--- src/dmc_pkg.sv ---
// package of constants and types for the dynamic memory host controller
// Function
// - early write: write low before column strobe
// - delayed write latches data on write fall
// - output enable high before driving data
// - refresh all 512 rows every 8 ms
// - row-only refresh: column strobe high, external row
// - hidden refresh: column low, row strobe cycles
// - column-before-row refresh uses internal counter
// - back-to-back refresh with column held low; the controller raises the column strobe between refreshes
// - wait 200 us then eight init cycles
// - write strobe high reads, low writes
// - nine row then nine column bits
package dmc_pkg;
  // =====================================================================
  // geometry
  localparam int ADDR_W = 9;        // multiplexed address pins
  localparam int DATA_W = 4;        // data lines
  // =====================================================================
  // timing in ns / us and the derived cycle counts at 40 MHz
  localparam int CLK_NS = 25;
  localparam int T_RP_NS = 80;      // row precharge
  localparam int T_RAS_NS = 100;    // row strobe low
  localparam int T_RCD_NS = 30;     // row to column strobe
  localparam int T_CAS_NS = 25;     // column strobe low
  localparam int T_CAC_NS = 25;     // column access time
  localparam int T_CAA_NS = 45;     // column address access time
  localparam int T_OFF_NS = 35;     // output disable
  localparam int T_CSR_NS = 10;     // column before row setup
  localparam int T_CHR_NS = 25;     // column hold after row in refresh
  localparam int T_INIT_US = 200;   // power-up pause
  localparam int T_REFI_NS = 15600; // refresh interval
  localparam int INIT_CYCLES = 8;   // wake-up cycles
  function automatic int cyc_min(input int ns);
    cyc_min = (ns + CLK_NS - 1) / CLK_NS < 1 ? 1 : (ns + CLK_NS - 1) / CLK_NS;
  endfunction : cyc_min
  localparam int C_RP = cyc_min(T_RP_NS);
  localparam int C_RCD = cyc_min(T_RCD_NS);
  localparam int C_RAS = cyc_min(T_RAS_NS);
  // read sample waits for the later of column access and address access, plus sync
  localparam int C_CAC = cyc_min(T_CAA_NS > T_CAC_NS ? T_CAA_NS : T_CAC_NS);
  localparam int C_CAS = cyc_min(T_CAS_NS);
  localparam int C_OFF = cyc_min(T_OFF_NS);
  localparam int C_CSR = cyc_min(T_CSR_NS);
  localparam int C_CHR = cyc_min(T_CHR_NS);
  localparam int C_INIT = T_INIT_US * 1000 / CLK_NS;       // 8000
  localparam int C_REFI = T_REFI_NS / CLK_NS;               // 624
  localparam int CNT_W = 14;
  // =====================================================================
  // controller states, one-hot
  typedef enum logic [8:0] {
    ST_PWR  = 9'h001,  // power-up pause
    ST_IDLE = 9'h002,  // waiting for work
    ST_RAS  = 9'h004,  // row strobe low, before column
    ST_CAS  = 9'h008,  // column strobe low, access
    ST_WLAT = 9'h010,  // row held low to its minimum time
    ST_PRE  = 9'h020,  // precharge, strobes high
    ST_CBR1 = 9'h040,  // refresh: column low before row
    ST_CBR2 = 9'h080,  // refresh: row low
    ST_OFF  = 9'h100   // wait for memory outputs to float
  } dmc_state_t;
  // =====================================================================
  // whole controller state
  typedef struct packed {
    dmc_state_t st;
    logic [CNT_W-1:0] tmr;       // phase timer
    logic [CNT_W-1:0] refi;      // refresh interval timer
    logic ref_pend;              // refresh owed
    logic [3:0] init_left;       // remaining init cycles
    logic is_wr;                 // current access writes
    logic [ADDR_W-1:0] col;      // latched column
    logic [DATA_W-1:0] wdat;     // latched write data
    logic ras_n;
    logic cas_n;
    logic we_n;
    logic oe_n;
    logic [ADDR_W-1:0] addr;
    logic dq_oe;
    logic [DATA_W-1:0] dq_o;
    logic ready;
    logic rvalid;
    logic [DATA_W-1:0] rdata;
    logic busy;
    logic [2:0][DATA_W-1:0] dq_sync; // three-stage input sync
  } dmc_regs_t;
endpackage : dmc_pkg

--- src/dmc_ctrl.sv ---
// host controller that drives a 256K x 4 page-mode dynamic memory through its pins
`timescale 1ns/1ps
module dmc_ctrl #(
  parameter int INIT_WAIT = dmc_pkg::C_INIT,   // power-up pause in cycles
  parameter int REF_INTERVAL = dmc_pkg::C_REFI // refresh spacing in cycles
) (
  input wire logic core_clk,                            // 40 MHz clock
  input wire logic rst,                                 // sync reset, high
  input wire logic req_valid,                           // user request
  input wire logic req_write,                           // 1 write, 0 read
  input wire logic [17:0] req_addr,                     // row[17:9], col[8:0]
  input wire logic [dmc_pkg::DATA_W-1:0] req_wdata,     // write data
  output logic req_ready,                               // request taken pulse
  output logic rd_valid,                                // read data pulse
  output logic [dmc_pkg::DATA_W-1:0] rd_data,           // read data
  output logic init_busy,                               // power-up in progress
  output logic ras_n,                                   // row strobe, low active
  output logic cas_n,                                   // column strobe, low active
  output logic we_n,                                    // write strobe, low active
  output logic oe_n,                                    // output enable, low active
  output logic [dmc_pkg::ADDR_W-1:0] multiplexed_address_bus, // row/column address
  input wire logic [dmc_pkg::DATA_W-1:0] data_io_lines_i,     // data from memory
  output logic [dmc_pkg::DATA_W-1:0] data_io_lines_o,         // data to memory
  output logic data_io_lines_oe                               // high while driving
);
  // =====================================================================
  // state
  dmc_pkg::dmc_regs_t r_ff;
  dmc_pkg::dmc_regs_t nxt_r;
  // cycle budget at 40 MHz with the default constants:
  //   access: row low 2 cycles before column, column low 2 (write) or 6 (read)
  //   close: strobes high, 2 cycles for the memory to float, 2 more precharge
  //   refresh: column low 1 cycle, row low 4, precharge 4
  // a timer value of N means N+1 cycles in the phase, hence ld() takes one off
  localparam logic [dmc_pkg::CNT_W-1:0] ONE = 14'h0001;

  // timer loader, used in many places
  function automatic logic [dmc_pkg::CNT_W-1:0] ld(input int c);
    ld = dmc_pkg::CNT_W'(c - 1);
  endfunction : ld

  // =====================================================================
  // next-state logic
  always_comb begin
    nxt_r = r_ff;
    nxt_r.ready = 1'b0;
    nxt_r.rvalid = 1'b0;
    // sync: a pin change counts once stages 2 and 3 agree
    nxt_r.dq_sync = {r_ff.dq_sync[1:0], data_io_lines_i};
    if (r_ff.tmr != '0) begin
      nxt_r.tmr = r_ff.tmr - ONE;
    end
    // refresh interval runs in every state but the pause so no row slot is ever lost
    // counting from zero after the pause puts the first owed refresh
    // right behind the wake-up cycles
    if (r_ff.st != dmc_pkg::ST_PWR) begin
      if (r_ff.refi == '0) begin
        nxt_r.refi = ld(REF_INTERVAL);
        nxt_r.ref_pend = 1'b1;
      end else begin
        nxt_r.refi = r_ff.refi - ONE;
      end
    end
    case (r_ff.st)
      // power-up pause: every strobe stays high and requests are refused
      dmc_pkg::ST_PWR: begin
        // all strobes high during the pause
        if (r_ff.tmr == '0) begin
          nxt_r.st = dmc_pkg::ST_IDLE;
          nxt_r.init_left = 4'(dmc_pkg::INIT_CYCLES);
        end
      end
      // idle: owed refresh and wake-up cycles go first, then a user request;
      // the request is taken here and req_ready pulses on the next cycle
      dmc_pkg::ST_IDLE: begin
        if (r_ff.tmr == '0) begin
          // refresh and wake-up cycles win over user work
          // only the counter form is issued; row-only and hidden refresh never run
          if (r_ff.ref_pend || r_ff.init_left != 4'h0) begin
            nxt_r.cas_n = 1'b0; // column falls first
            nxt_r.we_n = 1'b1;
            nxt_r.oe_n = 1'b1;
            nxt_r.tmr = ld(dmc_pkg::C_CSR);
            nxt_r.st = dmc_pkg::ST_CBR1;
            if (r_ff.init_left != 4'h0) begin
              nxt_r.init_left = r_ff.init_left - 4'h1;
            end else begin
              // an interval that ends in this very cycle keeps the flag set
              nxt_r.ref_pend = (r_ff.refi == '0);
            end
          end else if (req_valid) begin
            nxt_r.ready = 1'b1;
            nxt_r.is_wr = req_write;
            nxt_r.col = req_addr[8:0];
            nxt_r.wdat = req_wdata;
            nxt_r.addr = req_addr[17:9];  // row first
            nxt_r.ras_n = 1'b0;           // opens and refreshes row
            nxt_r.we_n = ~req_write;      // early write only, never delayed
            nxt_r.oe_n = req_write;       // float memory on write
            nxt_r.tmr = ld(dmc_pkg::C_RCD);
            nxt_r.st = dmc_pkg::ST_RAS;
          end
        end
      end
      // row open: column address goes out one cycle ahead of its strobe,
      // so the address access time runs before the column strobe falls
      dmc_pkg::ST_RAS: begin
        nxt_r.addr = r_ff.col; // column flows through early
        if (r_ff.tmr == '0) begin
          // write data goes out with the column fall; setup is zero and the
          // hold is kept by driving until the strobes rise
          if (r_ff.is_wr) begin
            nxt_r.dq_o = r_ff.wdat;  // latched on column fall
            nxt_r.dq_oe = 1'b1;
          end
          nxt_r.cas_n = 1'b0;
          // read waits column access plus three sync stages
          nxt_r.tmr = r_ff.is_wr ? ld(dmc_pkg::C_CAS) : ld(dmc_pkg::C_CAC + 3);
          nxt_r.st = dmc_pkg::ST_CAS;
        end
      end
      // column low: a write is taken by the memory on this fall; a read waits
      // the access time plus the input synchroniser, then samples
      // limitation: a read whose lines never settle holds the row open
      dmc_pkg::ST_CAS: begin
        if (r_ff.tmr == '0) begin
          if (!r_ff.is_wr && r_ff.dq_sync[1] == r_ff.dq_sync[2]) begin
            nxt_r.rdata = r_ff.dq_sync[2]; // taken as is
            nxt_r.rvalid = 1'b1;
          end
          if (r_ff.is_wr || r_ff.dq_sync[1] == r_ff.dq_sync[2]) begin
            nxt_r.st = dmc_pkg::ST_WLAT;
            nxt_r.tmr = ld(dmc_pkg::C_RAS > dmc_pkg::C_RCD + dmc_pkg::C_CAS
                           ? dmc_pkg::C_RAS - dmc_pkg::C_RCD - dmc_pkg::C_CAS : 1);
          end
        end
      end
      // keep the row low for its minimum time, then close both strobes;
      // oe_n and the data drive drop on the same edge
      dmc_pkg::ST_WLAT: begin
        if (r_ff.tmr == '0) begin
          nxt_r.ras_n = 1'b1;
          nxt_r.cas_n = 1'b1;  // memory floats after rise
          nxt_r.oe_n = 1'b1;
          nxt_r.we_n = 1'b1;
          nxt_r.dq_oe = 1'b0;
          nxt_r.tmr = ld(dmc_pkg::C_OFF);
          nxt_r.st = dmc_pkg::ST_OFF;
        end
      end
      // output disable time: nothing may start while the memory still drives the lines
      dmc_pkg::ST_OFF: begin
        if (r_ff.tmr == '0) begin
          nxt_r.tmr = ld(dmc_pkg::C_RP - dmc_pkg::C_OFF);
          nxt_r.st = dmc_pkg::ST_PRE;
        end
      end
      // refresh, column already low: drop the row strobe so the memory
      // refreshes the row its own counter points at
      dmc_pkg::ST_CBR1: begin
        if (r_ff.tmr == '0) begin
          nxt_r.ras_n = 1'b0; // internal counter, address ignored
          nxt_r.tmr = ld(dmc_pkg::C_RAS > dmc_pkg::C_CHR ? dmc_pkg::C_RAS : dmc_pkg::C_CHR);
          nxt_r.st = dmc_pkg::ST_CBR2;
        end
      end
      // keep both strobes low for the row-low minimum, then release together
      dmc_pkg::ST_CBR2: begin
        if (r_ff.tmr == '0) begin
          nxt_r.ras_n = 1'b1;
          // column rises between refreshes; the held-low chain is not used
          nxt_r.cas_n = 1'b1;
          nxt_r.tmr = ld(dmc_pkg::C_RP);
          nxt_r.st = dmc_pkg::ST_PRE;
        end
      end
      // precharge with both strobes high before anything new may start
      dmc_pkg::ST_PRE: begin
        if (r_ff.tmr == '0) begin
          nxt_r.st = dmc_pkg::ST_IDLE;
        end
      end
      default: begin
        nxt_r.st = dmc_pkg::ST_IDLE;
      end
    endcase
    // busy covers the pause and the wake-up refreshes; it drops as the last
    // one starts, and requests still wait for idle
    nxt_r.busy = (nxt_r.st == dmc_pkg::ST_PWR) || (nxt_r.init_left != 4'h0);
  end

  // =====================================================================
  // registers; reset holds strobes high and starts the power-up pause
  // the reset branch loads constants only; the pause length is a parameter
  always_ff @(posedge core_clk) begin
    if (rst) begin
      r_ff <= '0;
      r_ff.st <= dmc_pkg::ST_PWR;
      r_ff.tmr <= ld(INIT_WAIT);
      r_ff.ras_n <= 1'b1;
      r_ff.cas_n <= 1'b1;
      r_ff.we_n <= 1'b1;
      r_ff.oe_n <= 1'b1;
      r_ff.busy <= 1'b1;
    end else begin
      r_ff <= nxt_r;
    end
  end

  // outputs straight from the state register
  assign req_ready = r_ff.ready;
  assign rd_valid = r_ff.rvalid;
  assign rd_data = r_ff.rdata;
  assign init_busy = r_ff.busy;
  assign ras_n = r_ff.ras_n;
  assign cas_n = r_ff.cas_n;
  assign we_n = r_ff.we_n;
  assign oe_n = r_ff.oe_n;
  assign multiplexed_address_bus = r_ff.addr;
  assign data_io_lines_o = r_ff.dq_o;
  assign data_io_lines_oe = r_ff.dq_oe;
endmodule : dmc_ctrl

--- config.mk ---
export PLATFORM = sky130hd
export DESIGN_NAME = dmc_ctrl
export DESIGN_NICKNAME = d
export VERILOG_FILES = /design/src/dmc_pkg.sv /design/src/dmc_ctrl.sv
export SDC_FILE = /design/constraint.sdc
export NUM_CORES = 1
export LEC_CHECK = 0
export BUFFER_PORTS_ARGS = -buffer_cell sky130_fd_sc_hd__buf_4
export CAP_MARGIN = 20
export CORE_MARGIN = 5
export CORE_UTILIZATION = 46
export CTS_BUF_LIST = sky130_fd_sc_hd__clkbuf_4
export DETAILED_ROUTE_END_ITERATION = 8
export PLACE_DENSITY = 0.79
export SYNTH_ARGS = -nofsm -noshare
export SYNTH_HDL_FRONTEND = slang
export SYNTH_SLANG_ARGS = --single-unit
export TNS_END_PERCENT = 50
--- constraint.sdc ---
create_clock -name core_clk -period 2.7 [get_ports core_clk]
set_input_delay 0.405 -clock core_clk [delete_from_list [all_inputs] [get_ports core_clk]]
set_output_delay 0.405 -clock core_clk [all_outputs]
set_load 0.005 [all_outputs]
==> results.md, run 1 <==
Status:
- The run finished with clean final reports.

Floorplanning:
- The placeable core area is 9280 µm².
- The top-level port count is 55.
- In this run the core area contains 35 standard-cell rows.
- The die extent in x is roughly 110 µm.
- From bottom edge to top edge, the die measures between 100 and 150 µm.
- The die outline area is 11600 µm².
- The effective utilization at floorplan is 47.3%.

Clocking:
- The number of setup buffers added after CTS is 0.
- The clock transition at the registers of the reported paths is 0.18 ns.
- The maximum buffer depth of the clock tree is 2.
- The number of buffers created by CTS is 9.
- The clock net in this run drives a total of between 90 and 100 sinks.
- The clock tree root driver cell is sky130_fd_sc_hd__clkbuf_4.
- The maximum level of the CTS H-tree is 3.
- The insertion delay to the later sink of the worst-skew pair is 0.47 ns.
- The TritonCTS clock tree is built.

Timing:
- The maximum frequency from static timing analysis is just under 400 MHz.
- The final worst-path setup slack is 0.171 ns.
- The setup total negative slack is 0 ns.
- Setup violations remaining at the end of the flow were counted as 0.
- The final critical path takes up 93.7% of the cycle.
- For the pin with the worst max-slew slack, the measured transition is approximately 0.84 ns.
- The max-slew violation count came to 0.
- The total count of hold-check failures in the final report is 0.
- The clock tree skew after final layout is 0.0329 ns.
- Setup repair after global routing left no endpoint under its margin.
- The relative max-transition margin is ~44%.
- The final period demand of the worst path is 2.53 ns.

Synth:
- By count the netlist is led by 93 x sky130_fd_sc_hd__dfxtp_1, 62 x sky130_fd_sc_hd__nand2_1, 50 x sky130_fd_sc_hd__nor2_1.
- The synthesized design contains 93 register bits.
- The net count after synthesis is 560.
- The mean area per synthesized cell is 8.35 µm².
- The count of yosys warnings during synthesis is 0.
- The fraction of synthesis flops using an asynchronous set or reset pin is 0%.
- The count of distinct cell types in the synthesized netlist is 55.
- Yosys attributes the largest share of cell area to sky130_fd_sc_hd__dfxtp_1 42%, sky130_fd_sc_hd__nand2_1 5.3%, sky130_fd_sc_hd__nor2_1 4.3%, sky130_fd_sc_hd__a21oi_1 4.0%, sky130_fd_sc_hd__xnor2_1 3.2%.
- Counting flops with a built-in enable in the synthesized netlist gives 0.
- The cell count after synthesis is 526.
- The cell with the most instances after synthesis is sky130_fd_sc_hd__dfxtp_1.
- The combined area of all synthesized cells is 4390 µm².
- The area fraction of the dominant cell type after synthesis is ~42%.
- Sequential elements use 42.4% of the synthesized area.
- The top flip-flop cell by instance count after synthesis is sky130_fd_sc_hd__dfxtp_1.
- The synthesized design spends more area on one cell type than any other, namely sky130_fd_sc_hd__dfxtp_1.

Placed design:
- The half-perimeter wire length after placement is 7320 µm.
- The number of buffer cells added on primary ports is 54.
- The cell count after placement is roughly 680.
- At the end of routability-driven placement, the weighted congestion stood at 0.951.
- Prior to clock tree synthesis, the placed netlist has a worst setup slack of 0.0959 ns.

Setup path:
- The endpoint identified for the worst register-to-register timing path is init_busy.
- In this run the worst path has a maximum fanout of 6.
- The setup path with the least slack is of type register to register.
- The worst register-to-register path has a depth of 8.
- The reg-to-reg setup timing slack is 0.17 ns.
- The nature of the critical path endpoint is a register.
- The worst register-to-register path begins at r_ff[51].
- The signal arrival time at the worst endpoint is around 2.9 ns.
- The end point of the critical path is init_busy.
- The highest cell delay on the worst timing path is 0.50 ns.
- The critical path data required time is slightly above 3 ns.
- The critical path launch point type is a register.
- The library cell contributing the largest single delay on the critical path is sky130_fd_sc_hd__or4_1.
- The critical path goes through inv_1 -> ha_1 -> or4b_2 -> nor3_1 -> a32o_1 -> or2_2 -> a31o_2 -> or4_1.
- The critical path starts at r_ff[51].

Routing:
- The detailed-route wire length is ~10000 µm.
- The routed via count divided by cell count is 5.56.
- The met2 layer wire length in the routed design is 5260 µm.
- The count of nets left with antenna violations once routing finished came out at 0.
- The detailed-route via count is about 4k.
- The wire length on met3 is 515 µm.
- After detailed routing, the average wire length per cell comes to 14.8 µm.
- After detailed routing, no signal wire sits above met4.
- The routed length on met1 is between 4000 and 5000 µm.
- The starting DRC count in detailed routing is 333.
- After detailed routing, the number of remaining DRC violations is 0.
- The number of optimization iterations in the first detailed-route pass is 6.

Finish:
- The synthesis-to-finish area growth is 15.1%.
- The repair_antennas step left the layout with diodes totalling 0.
- The fraction of final layout cells sized beyond drive strength 1 is 20.1%.
- The net total in the final layout is 600.
- After filler insertion, the fill cell instance count of the layout stands at just under 900.
- The final instance count without filler cells is 700.

Pwr:
- Summed over all cells, the static leakage comes to roughly 1.9 nW.
- Power spread over the standard cell area amounts to approximately 610 nW/µm².
- The total power after layout is about 3.1 mW.
- VDD sags by at most 0.000329 V.

Job:
- The tool flagged a number of max-cap violations equal to 0.

Global routing:
- The pin count of the biggest net entering global routing is 85.
- The number of global-route vias before repair is 3657.
- For this run the aggregate overflow at the end of global routing stands at 0.
- Global routing used 18.2% of the available tracks across all layers.
- The wire length of the first global-routing pass is 17200 µm.
- The initial antenna violation count is 0.

Min path:
- The class of the worst hold path is input pin to register.
## state kept, by name (all words and copies together), names as in the netlist, 4 cells and up
name / cells
nxt_r: 8
data_io_lines_o: 4
rd_data: 4
multiplexed_address_bus: 9
r_ff: 60
## critical path, delay by kind of cell, from the launching register on
family | cells | cell delay, ns
AOI/OAI and AO/OA | 2 | 0.56
and+or+nand+nor | 4 | 1.09
DFF | 1 | 0.46
buffers and inverters | 1 | 0.09
adders and majority gates | 1 | 0.23
## layout make-up
class	count	area, µm²	share of cell area [%]
flip-flops and latches	93	1860	36.8
clock inverters	7	80.1	1.58
repair buffers	79	606	12.0
inverters	11	41.3	0.816
well taps	129	161	3.19
clock buffers	9	67.6	1.34
multi-input cells	372	2240	44.3
## timing repair
action | CTS | global route
gates resized for setup | 0 | 2
setup endpoints to repair | 0 | 12
hold buffers | 0 | 0
## per-stage QoR
stage | area (µm²) | hold slack (ns) | util, %
3_5_place_dp | 4900 | 0.424 | 52.7
2_1_floorplan | 4390 | 0.414 | -
5_1_grt | 5060 | 0.141 | 54.5
4_1_cts | 5040 | 0.135 | 54.3
3_3_place_gp | 4900 | 0.419 | 52.7
6_report | 5060 | 0.143 | 54.5
## layout by cell type, fill, tap and decap left out, types with 4 or more instances in the layout
cell	synthesis	layout
sky130_fd_sc_hd__a21o_1	5	5
sky130_fd_sc_hd__a21oi_1	35	35
sky130_fd_sc_hd__a311oi_1	9	9
sky130_fd_sc_hd__a31oi_1	4	4
sky130_fd_sc_hd__buf_4	17	78
sky130_fd_sc_hd__clkbuf_4	0	9
sky130_fd_sc_hd__dfxtp_1	93	93
sky130_fd_sc_hd__ha_1	4	4
sky130_fd_sc_hd__inv_1	11	11
sky130_fd_sc_hd__mux2i_1	10	10
sky130_fd_sc_hd__nand2_1	62	62
sky130_fd_sc_hd__nand2b_1	7	7
sky130_fd_sc_hd__nand3_1	20	20
sky130_fd_sc_hd__nand4_1	5	5
sky130_fd_sc_hd__nor2_1	50	50
sky130_fd_sc_hd__nor2b_1	18	18
sky130_fd_sc_hd__nor3_1	19	19
sky130_fd_sc_hd__nor4_1	14	13
sky130_fd_sc_hd__nor4b_1	8	8
sky130_fd_sc_hd__o21ai_0	15	15
sky130_fd_sc_hd__or3_1	8	8
sky130_fd_sc_hd__or4_1	4	4
sky130_fd_sc_hd__xnor2_1	16	16
sky130_fd_sc_hd__xor2_1	10	10
## kinds of logic after synthesis
kind of cell | share of synthesized area, %
xor+xnor | 5.18
fa+ha+maj | 1.14
buf+inv | 7.09
compound gates | 12.8
flops | 42.4
mux | 2.28
simple gates | 29.2
## power breakdown
group / leakage [nW] / total (mW) / internal [mW] / switching [mW]
registers: 0.756 / 1.58 / 1.48 / 0.0938
clock network: 0.0845 / 0.821 / 0.299 / 0.521
logic: 1.08 / 0.664 / 0.309 / 0.355
## worst min path at each step
| stage | start | endpoint | slack (ns) | depth (start not counted) |
|---|---|---|---|---|
| floorplan | nxt_r[6] | nxt_r[10] | 0.41 | 1 |
| global placement | nxt_r[4] | nxt_r[8] | 0.42 | 1 |
| detailed placement | nxt_r[6] | nxt_r[10] | 0.42 | 1 |
| CTS | data_io_lines_i[2] | nxt_r[6] | 0.13 | 2 |
| global route | data_io_lines_i[3] | nxt_r[7] | 0.14 | 2 |
| finish | data_io_lines_i[0] | nxt_r[4] | 0.14 | 2 |
## layer usage
| layer | track usage, % | vias to the layer above |
|---|---|---|
| li1 | - | 1905 |
| met1 | 22.5 | 1849 |
| met2 | 31.3 | 116 |
| met3 | 2.82 | 22 |
| met4 | 7.39 | 0 |
| met5 | 0 | - |
(Power assumes the default switching activity.)
==> inputs of run 2 (changes only) <==
--- a/config.mk
+++ b/config.mk
@@ -5,13 +5,15 @@
 export SDC_FILE = /design/constraint.sdc
 export NUM_CORES = 1
 export LEC_CHECK = 0
+export ABC_AREA = 1
 export BUFFER_PORTS_ARGS = -buffer_cell sky130_fd_sc_hd__buf_4
 export CAP_MARGIN = 20
 export CORE_MARGIN = 5
 export CORE_UTILIZATION = 46
 export CTS_BUF_LIST = sky130_fd_sc_hd__clkbuf_4
 export DETAILED_ROUTE_END_ITERATION = 8
-export PLACE_DENSITY = 0.79
+export PLACE_DENSITY = 0.76
+export REMOVE_ABC_BUFFERS = 1
 export SYNTH_ARGS = -nofsm -noshare
 export SYNTH_HDL_FRONTEND = slang
 export SYNTH_SLANG_ARGS = --single-unit
==> constraint.sdc (replaced) <==
create_clock -name core_clk -period 2.4 [get_ports core_clk]
set_input_delay 0.36 -clock core_clk [delete_from_list [all_inputs] [get_ports core_clk]]
set_output_delay 0.36 -clock core_clk [all_outputs]
set_load 0.005 [all_outputs]
==> results.md, run 2 <==
Global routing:
- The number of global-route vias before repair is about 4k.
- The initial antenna violation count came to 0.
- The first global-routing pass estimated 17300 µm of wire.
- The pin count of the biggest net entering global routing is 50.
- The total global-route track usage is 17.6%.
- The total global routing overflow is 0.

Pwr:
- The clock network accounts for 24.3% of the total power.
- The static power due to leakage is 2.33 nW.
- The switching power is approximately 1.2 mW.
- In this run, flip-flops and latches consume ~50% of the power.
- The maximum vdd drop is 0.000298 V.
- The part of the total power dissipated in combinational logic is around 26%.
- The switching share of total power is 34.1%.
- For this design the ratio of total power to cell area is approximately 700 nW/µm².
- The internal power of the cells totals 2.35 mW.

Clocking:
- Clock-pin slew was measured on the worst setup and hold paths at around 0.15 ns.
- The clock passes through at most 2 buffers.
- At the later pin of the worst-skew pair, clock insertion delay measures 0.44 ns.
- The maximum level of the CTS H-tree is 3.
- The number of clock buffers added by TritonCTS is 9.
- For this design, the CTS-stage hold fixing added 0 buffers.
- After clock tree synthesis, the setup repair step added 0 buffers.
- Counting every sink on the clock net gives 93.
- In this run the clock root is driven by a sky130_fd_sc_hd__clkbuf_4.
- The post-cts resize count is 0.
- The TritonCTS clock tree is built.

Routing:
- The number of nets with antenna violations after detailed routing is 0.
- For this run, the detailed router's first-pass iteration total came to 5.
- In the routed design, unresolved DRC markers number 0.
- The routed via count divided by cell count is 5.04.
- The routed layout has 4180 vias.
- The per-cell routed wire length is 12.3 µm.
- After the first detailed-routing iteration, the DRC count stood at between 200 and 300.
- The detailed-route wire length is 10200 µm.

Floorplanning:
- The die outline area is 12000 µm².
- Measured along the x axis, the die boundary spans 110 µm.
- The core region is 9730 µm².
- The top-level port count is 55.
- The effective utilization at floorplan is a little under half.
- In this run the core area contains 36 standard-cell rows.
- The chip height is 110 µm.

Setup path:
- The endpoint of the lowest-slack register-to-register path is multiplexed_address_bus[3].
- The count of buffering cells on the critical path with inverters included is 1.
- STA classifies the critical path endpoint as a register.
- The most critical setup path has its endpoint at multiplexed_address_bus[3].
- The number of cells on the worst reg-to-reg path is 9.
- The critical path starts at r_ff[51].
- In this run the worst path has a maximum fanout of 9.
- The critical path depth in cells is 9.
- The reg-to-reg setup timing slack is 0.27 ns.
- The highest cell delay on the worst timing path is 0.35 ns.
- The kind of cell adding the most delay to the critical path is simple AND/OR/NAND/NOR gates.
- STA puts the critical path data arrival time at 2.45 ns.
- The category of the most critical setup path is register to register.
- Traced cell by cell, the critical path runs through inv_1 -> ha_1 -> nand2_1 -> nor2_2 -> nand2_1 -> o21ai_1 -> nand2_1 -> nand2_1 -> a21oi_1.
- The worst register-to-register path begins at r_ff[51].
- The cell seen most often among critical-path stages is sky130_fd_sc_hd__nand2_1.
- The critical path data required time is between 2 and 3 ns.
- On the critical path, the stage with the largest delay is an instance of sky130_fd_sc_hd__dfxtp_1.
- STA classifies the critical path startpoint as a register.

Finish:
- 0 antenna diodes ended up in the layout.
- Cells with a size suffix above 1 make up 15.1% of the layout.
- The number of flip-flops in the largest register is 60.
- The net total in the final layout is 725.
- The largest register by flop count is r_ff.
- The end-of-flow core utilization is 52.4%.
- Relative to the synthesized area, the layout overhead comes to 11.6%.
- The commonest non-fill, non-tap cell in the layout is sky130_fd_sc_hd__nand2_1.
- The top cell types in the final layout, fill and taps aside, are 138 x sky130_fd_sc_hd__nand2_1, 106 x sky130_fd_sc_hd__nor2_1, 93 x sky130_fd_sc_hd__dfxtp_1.

Synth:
- The fraction of synthesis flops using an asynchronous set or reset pin is 0%.
- Summed over its instances, the top area cell type makes up between 40 and 50% of the synthesized netlist area.
- After synthesis, the cell types taking the most area are sky130_fd_sc_hd__dfxtp_1 41%, sky130_fd_sc_hd__nand2_1 11%, sky130_fd_sc_hd__nor2_1 8.7%, sky130_fd_sc_hd__nand3_1 5.9%, sky130_fd_sc_hd__inv_1 5.2%.
- The count of yosys warnings during synthesis is 0.
- The cell count after synthesis is 656.
- The mean area per synthesized cell is 6.96 µm².
- Summed over all instances, the cell type with the most area after synthesis is sky130_fd_sc_hd__dfxtp_1.
- The count of distinct cell types in the synthesized netlist is 39.
- The number of synthesized flops with an enable pin is 0.
- Sequential cells were found to cover 40.8% of the synthesized design area.
- After synthesis, the most frequently instantiated cells are 138 x sky130_fd_sc_hd__nand2_1, 106 x sky130_fd_sc_hd__nor2_1, 93 x sky130_fd_sc_hd__dfxtp_1.
- The top flip-flop cell by instance count after synthesis is sky130_fd_sc_hd__dfxtp_1.
- The number of register bits inferred by synthesis is 93.
- Yosys instantiated no cell more often than sky130_fd_sc_hd__nand2_1.
- The combined area of all synthesized cells is 4560 µm².

Timing:
- The maximum frequency from static timing analysis is around 470 MHz.
- After layout, the minimum clock period comes to 2.13 ns.
- Setup violations remaining at the end of the flow were counted as 0.
- Setup repair after global routing left no endpoint under its margin.
- The clock tree skew after final layout is 0.0169 ns.
- In the final timing run, aggregate negative setup slack is 0 ns.
- At the pin with the least slew margin, the transition time is 0.529 ns.
- The relative max-transition margin is 64.7%.
- The max-slew violation count is 0.
- After layout, the worst path uses 88.7% of the clock period.
- The total count of hold-check failures in the final report is 0.

Min path:
- The worst hold path belongs to the class input pin to register.

Placed design:
- The number of buffer cells added on primary ports is 54.
- After legalization and detailed placement, the total HPWL measured approximately 7500 µm.
- Routability-driven placement finished with a final weighted congestion of around 0.95.

Job:
- Across the run, the number of max-cap violations was 0.

Status:
- The flow ran to the end, and the final reports show no timing, DRC or antenna violations.
run 2: per-layer routing:
metal  part of all wire [%]  up-vias  wire length [µm]  GRT usage, %
met1                     45     1888              4520          21.9
met2                     48      112              4870          29.6
met5                      0        -                 0             0
li1                       -     2151                 -             -
met4                    2.3        0               236          7.66
met3                    5.2       29               529          3.46
run 2: worst min path at each step:
stage                                  start         to  cells past startpoint
after floorplan                     nxt_r[6]  nxt_r[10]                      2
after global placement              nxt_r[6]  nxt_r[10]                      2
after detailed placement            nxt_r[6]  nxt_r[10]                      2
after CTS                 data_io_lines_i[2]   nxt_r[6]                      3
after global routing      data_io_lines_i[2]   nxt_r[6]                      3
final                     data_io_lines_i[1]   nxt_r[5]                      3
run 2: final cells by class:
type / count / area, µm²
Clock inverter: 7 / 72.6
Fill cell: 985 / 4640
Sequential cell: 93 / 1860
Tap cell: 133 / 166
Multi-Input combinational cell: 458 / 2210
Timing Repair Buffer: 61 / 458
Inverter: 68 / 256
Clock buffer: 9 / 67.6
run 2: logic make-up (layout without fill, tap and decap cells):
logic type | count (synthesis) | in the layout | share of synthesized area [%]
AO/OA/AOI/OAI | 94 | 94 | 10.7
adder cells (fa/ha/maj) | 4 | 4 | 1.10
flip-flops | 93 | 93 | 40.8
XOR/XNOR | 12 | 12 | 2.30
AND/OR/NAND/NOR | 348 | 348 | 34.4
buffers and inverters | 105 | 145 | 10.7
run 2: through the flow:
step	instances	cell area [µm²]	total power [mW]	hold slack, ns	setup WS, ns
after floorplan	619	4330	2.50	0.388	0.264
after global placement	813	4950	2.70	0.392	0.442
after detailed placement	813	4950	2.73	0.395	0.304
after CTS	829	5090	3.59	0.0879	0.284
after global routing	829	5090	3.83	0.0886	0.0646
final	829	5090	3.56	0.106	0.271
run 2: power by group through the flow:
| stage | clock network (mW) | logic (mW) | registers [mW] |
|---|---|---|---|
| floorplan | 0 | 0.707 | 1.79 |
| global placement | 0 | 0.888 | 1.81 |
| detailed placement | 0 | 0.916 | 1.82 |
| CTS | 0.887 | 0.922 | 1.78 |
| global route | 0.955 | 1.06 | 1.81 |
| finish | 0.865 | 0.914 | 1.79 |
run 2: worst register-to-register path, delay by kind of cell (launching register included):
| kind | cells | cell delay, ns |
|---|---|---|
| buffers and inverters | 1 | 0.14 |
| adder cells (fa/ha/maj) | 1 | 0.22 |
| AO/OA/AOI/OAI | 2 | 0.39 |
| flip-flops | 1 | 0.35 |
| AND/OR/NAND/NOR | 5 | 0.93 |
==> inputs of run 3 (changes only) <==
--- a/config.mk
+++ b/config.mk
@@ -6,7 +6,7 @@
 export NUM_CORES = 1
 export LEC_CHECK = 0
 export ABC_AREA = 1
-export BUFFER_PORTS_ARGS = -buffer_cell sky130_fd_sc_hd__buf_4
+export BUFFER_PORTS_ARGS = -buffer_cell sky130_fd_sc_hd__clkbuf_2
 export CAP_MARGIN = 20
 export CORE_MARGIN = 5
 export CORE_UTILIZATION = 46
==> results.md, run 3 (synthesized netlist as in run 2, its figures left out) <==
Status:
- The flow ran to the end, and the final reports show no timing, DRC or antenna violations.

Global routing:
- The initial antenna violation count came to 0.
- The total global-route track usage is 17.8%.
- The total global routing overflow is 0.
- Entering global routing, the biggest net connects 49 pins.
- The first global-routing pass estimated 17300 µm of wire.
- The number of global-route vias before repair is 3918.

Pwr:
- The maximum vdd drop is 0.000292 V.
- Power spread over the standard cell area amounts to 709 nW/µm².
- Summing internal, switching and leakage power gives 3.51 mW.
- The static power due to leakage is 2.28 nW.

Timing:
- Headroom to the max-slew limit came out at 64.6%.
- After layout, the worst path uses 88.8% of the clock period.
- At the pin with the least slew margin, the transition time is 0.529 ns.
- The maximum frequency from static timing analysis is 469 MHz.
- The total count of hold-check failures in the final report was 0.
- Setup repair after global routing left no endpoint under its margin.
- The clock tree skew after final layout is 0.0227 ns.
- Counting I/O delays and the setup requirement, the final critical path takes ~2.1 ns.
- The max-slew violation count is 0.
- After routing, the total negative slack on setup checks comes to 0 ns.
- The final number of setup-violating endpoints is 0.

Min path:
- The worst hold path cell count is 3.
- The sink of the worst hold path is nxt_r[5].
- The worst hold path begins at data_io_lines_i[1].
- The class of the worst hold path is input pin to register.

Setup path:
- The reg-to-reg setup timing slack is 0.27 ns.
- The worst setup path is launched from a register.
- On the critical path, the stage with the largest delay is an instance of sky130_fd_sc_hd__nand3b_1.
- The highest cell delay on the worst timing path is 0.41 ns.
- The number of cells on the worst reg-to-reg path is 9.
- The critical path goes through inv_1 -> ha_1 -> nand2_1 -> nor2_4 -> nand3b_1 -> nand2_1 -> or2_2 -> o21ai_0 -> nand3_1.
- In this design, the largest share of critical-path delay is due to simple AND/OR/NAND/NOR gates.
- The worst reg2reg path startpoint is r_ff[70].
- The nature of the critical path endpoint is a register.
- The number of buffers and inverters on the critical path is 1.
- The category of the most critical setup path is register to register.
- Data arrives at the worst endpoint at 2.49 ns.
- The most numerous cell type found on the critical path is sky130_fd_sc_hd__nand2_1.
- The maximum fanout encountered on the critical timing path is 13.
- The endpoint of the lowest-slack register-to-register path is r_ff[75].
- STA puts the critical path data required time at 2.76 ns.

Routing:
- After detailed routing, the number of remaining DRC violations is 0.
- In the detailed route, the total length drawn on met2 is just under 5000 µm.
- The count of nets left with antenna violations once routing finished came out at 0.
- The uppermost signal routing layer after detailed routing is met4.
- The first detailed-routing pass took 6 iterations.
- The detailed router finished its first iteration with just under 300 violations.
- After detailed routing, the number of vias per cell comes to 5.10.
- The detailed-route via count is 4227.
- The routed length on met1 is 4500 µm.
- In the final routed layout, each cell accounts on average for around 12 µm.
- After detailed routing, the total wire length is 10200 µm.
- Wire segments on met3 add up to 556 µm in the final route.

Job:
- The number of max-capacitance violations reported is 0.

Finish:
- The summed area of non-filler cells in the final layout is slightly below 5000 µm².
- In the layout the commonest cells are 138 x sky130_fd_sc_hd__nand2_1, 106 x sky130_fd_sc_hd__nor2_1, 93 x sky130_fd_sc_hd__dfxtp_1.
- From synthesis to final layout, the design area changed by 8.50%.
- The register with the most flip-flops in the layout has 60 of them.
- The net total in the final layout is 725.
- r_ff holds more flip-flops than any other register.
- The number of antenna diodes in the final layout is 0.
- The fraction of final layout cells sized beyond drive strength 1 is 15.2%.
- The end-of-flow core utilization is 50.9%.
- Leaving out filler cells and counting taps, the final layout contains 829.
- The library cell used most frequently in the layout, excluding fill and tap cells, is sky130_fd_sc_hd__nand2_1.

Clocking:
- In this run, post-CTS hold repair placed 0 buffers.
- The post-cts resize count is 0.
- The number of setup buffers added after CTS is 0.
- The TritonCTS clock tree is built.
- The clock tree root driver cell is sky130_fd_sc_hd__clkbuf_4.
- The maximum level of the CTS H-tree is 3.
- Clock tree synthesis inserted a total of 9 buffers.
- The maximum buffer depth of the clock tree is 2.
- The tree built by TritonCTS fans out to 93 sinks.
- The clock transition at the registers of the reported paths is approximately 0.15 ns.
- The insertion delay to the later sink of the worst-skew pair is 0.46 ns.

Floorplanning:
- The die is 110 µm wide.
- From bottom edge to top edge, the die measures 110 µm.
- Once the floorplan was initialized, standard cells occupied 46.9% of the core.
- During I/O placement, the number of pins put on the boundary was 55.
- The total area inside the core boundary comes to 9730 µm².
- The site row count is 36.
- The die outline area is between 10000 and 15000 µm².

Placed design:
- In this run the tool buffered the top-level ports with 54 buffer cells.
- The cell count after placement is 813.
- The placed cell area is approximately 4800 µm².
- Once detailed placement completed, the half-perimeter wirelength came to 7510 µm.
- Routability-driven placement finished with a final weighted congestion of 0.906.
## run 3: stage by stage
step                      hold slack (ns)  worst slack [ns]
after floorplan                     0.388             0.264
after global placement              0.391             0.395
after detailed placement            0.403             0.274
after CTS                          0.0526             0.260
after global routing               0.0474           0.00992
final                              0.0773             0.269
## run 3: final cells by class
cell class | instances | area (µm²)
clock buffer | 9 | 67.6
sequential | 93 | 1860
fill | 989 | 4780
clock inverter | 7 | 65.1
inverter | 68 | 256
tap | 133 | 166
multi-input combinational | 458 | 2210
timing repair buffer | 61 | 323
## run 3: how the worst max path moves through the flow
stage	start	endpoint	cells after the start
after floorplan	r_ff[70]	multiplexed_address_bus[0]	9
after global placement	r_ff[70]	r_ff[75]	9
after detailed placement	r_ff[70]	r_ff[75]	9
after CTS	r_ff[70]	r_ff[75]	9
after global routing	r_ff[70]	r_ff[90]	9
final	r_ff[70]	r_ff[75]	9
## run 3: where the power goes
group          total (mW)  switching [mW]  internal, mW
registers            1.78           0.104          1.68
clock network       0.818           0.581         0.237
logic               0.910           0.576         0.334
## run 3: metal layers
| metal | track usage (%) | up-vias |
|---|---|---|
| met5 | 0 | - |
| met4 | 7.30 | 0 |
| met3 | 3.11 | 28 |
| met2 | 30.2 | 125 |
| met1 | 22.3 | 1916 |
| li1 | - | 2158 |
## run 3: tightest hold or removal path: cells and delay by family
kind	cells	cell delay (ns)
buf+inv	2	0.12
simple gates	1	0.03
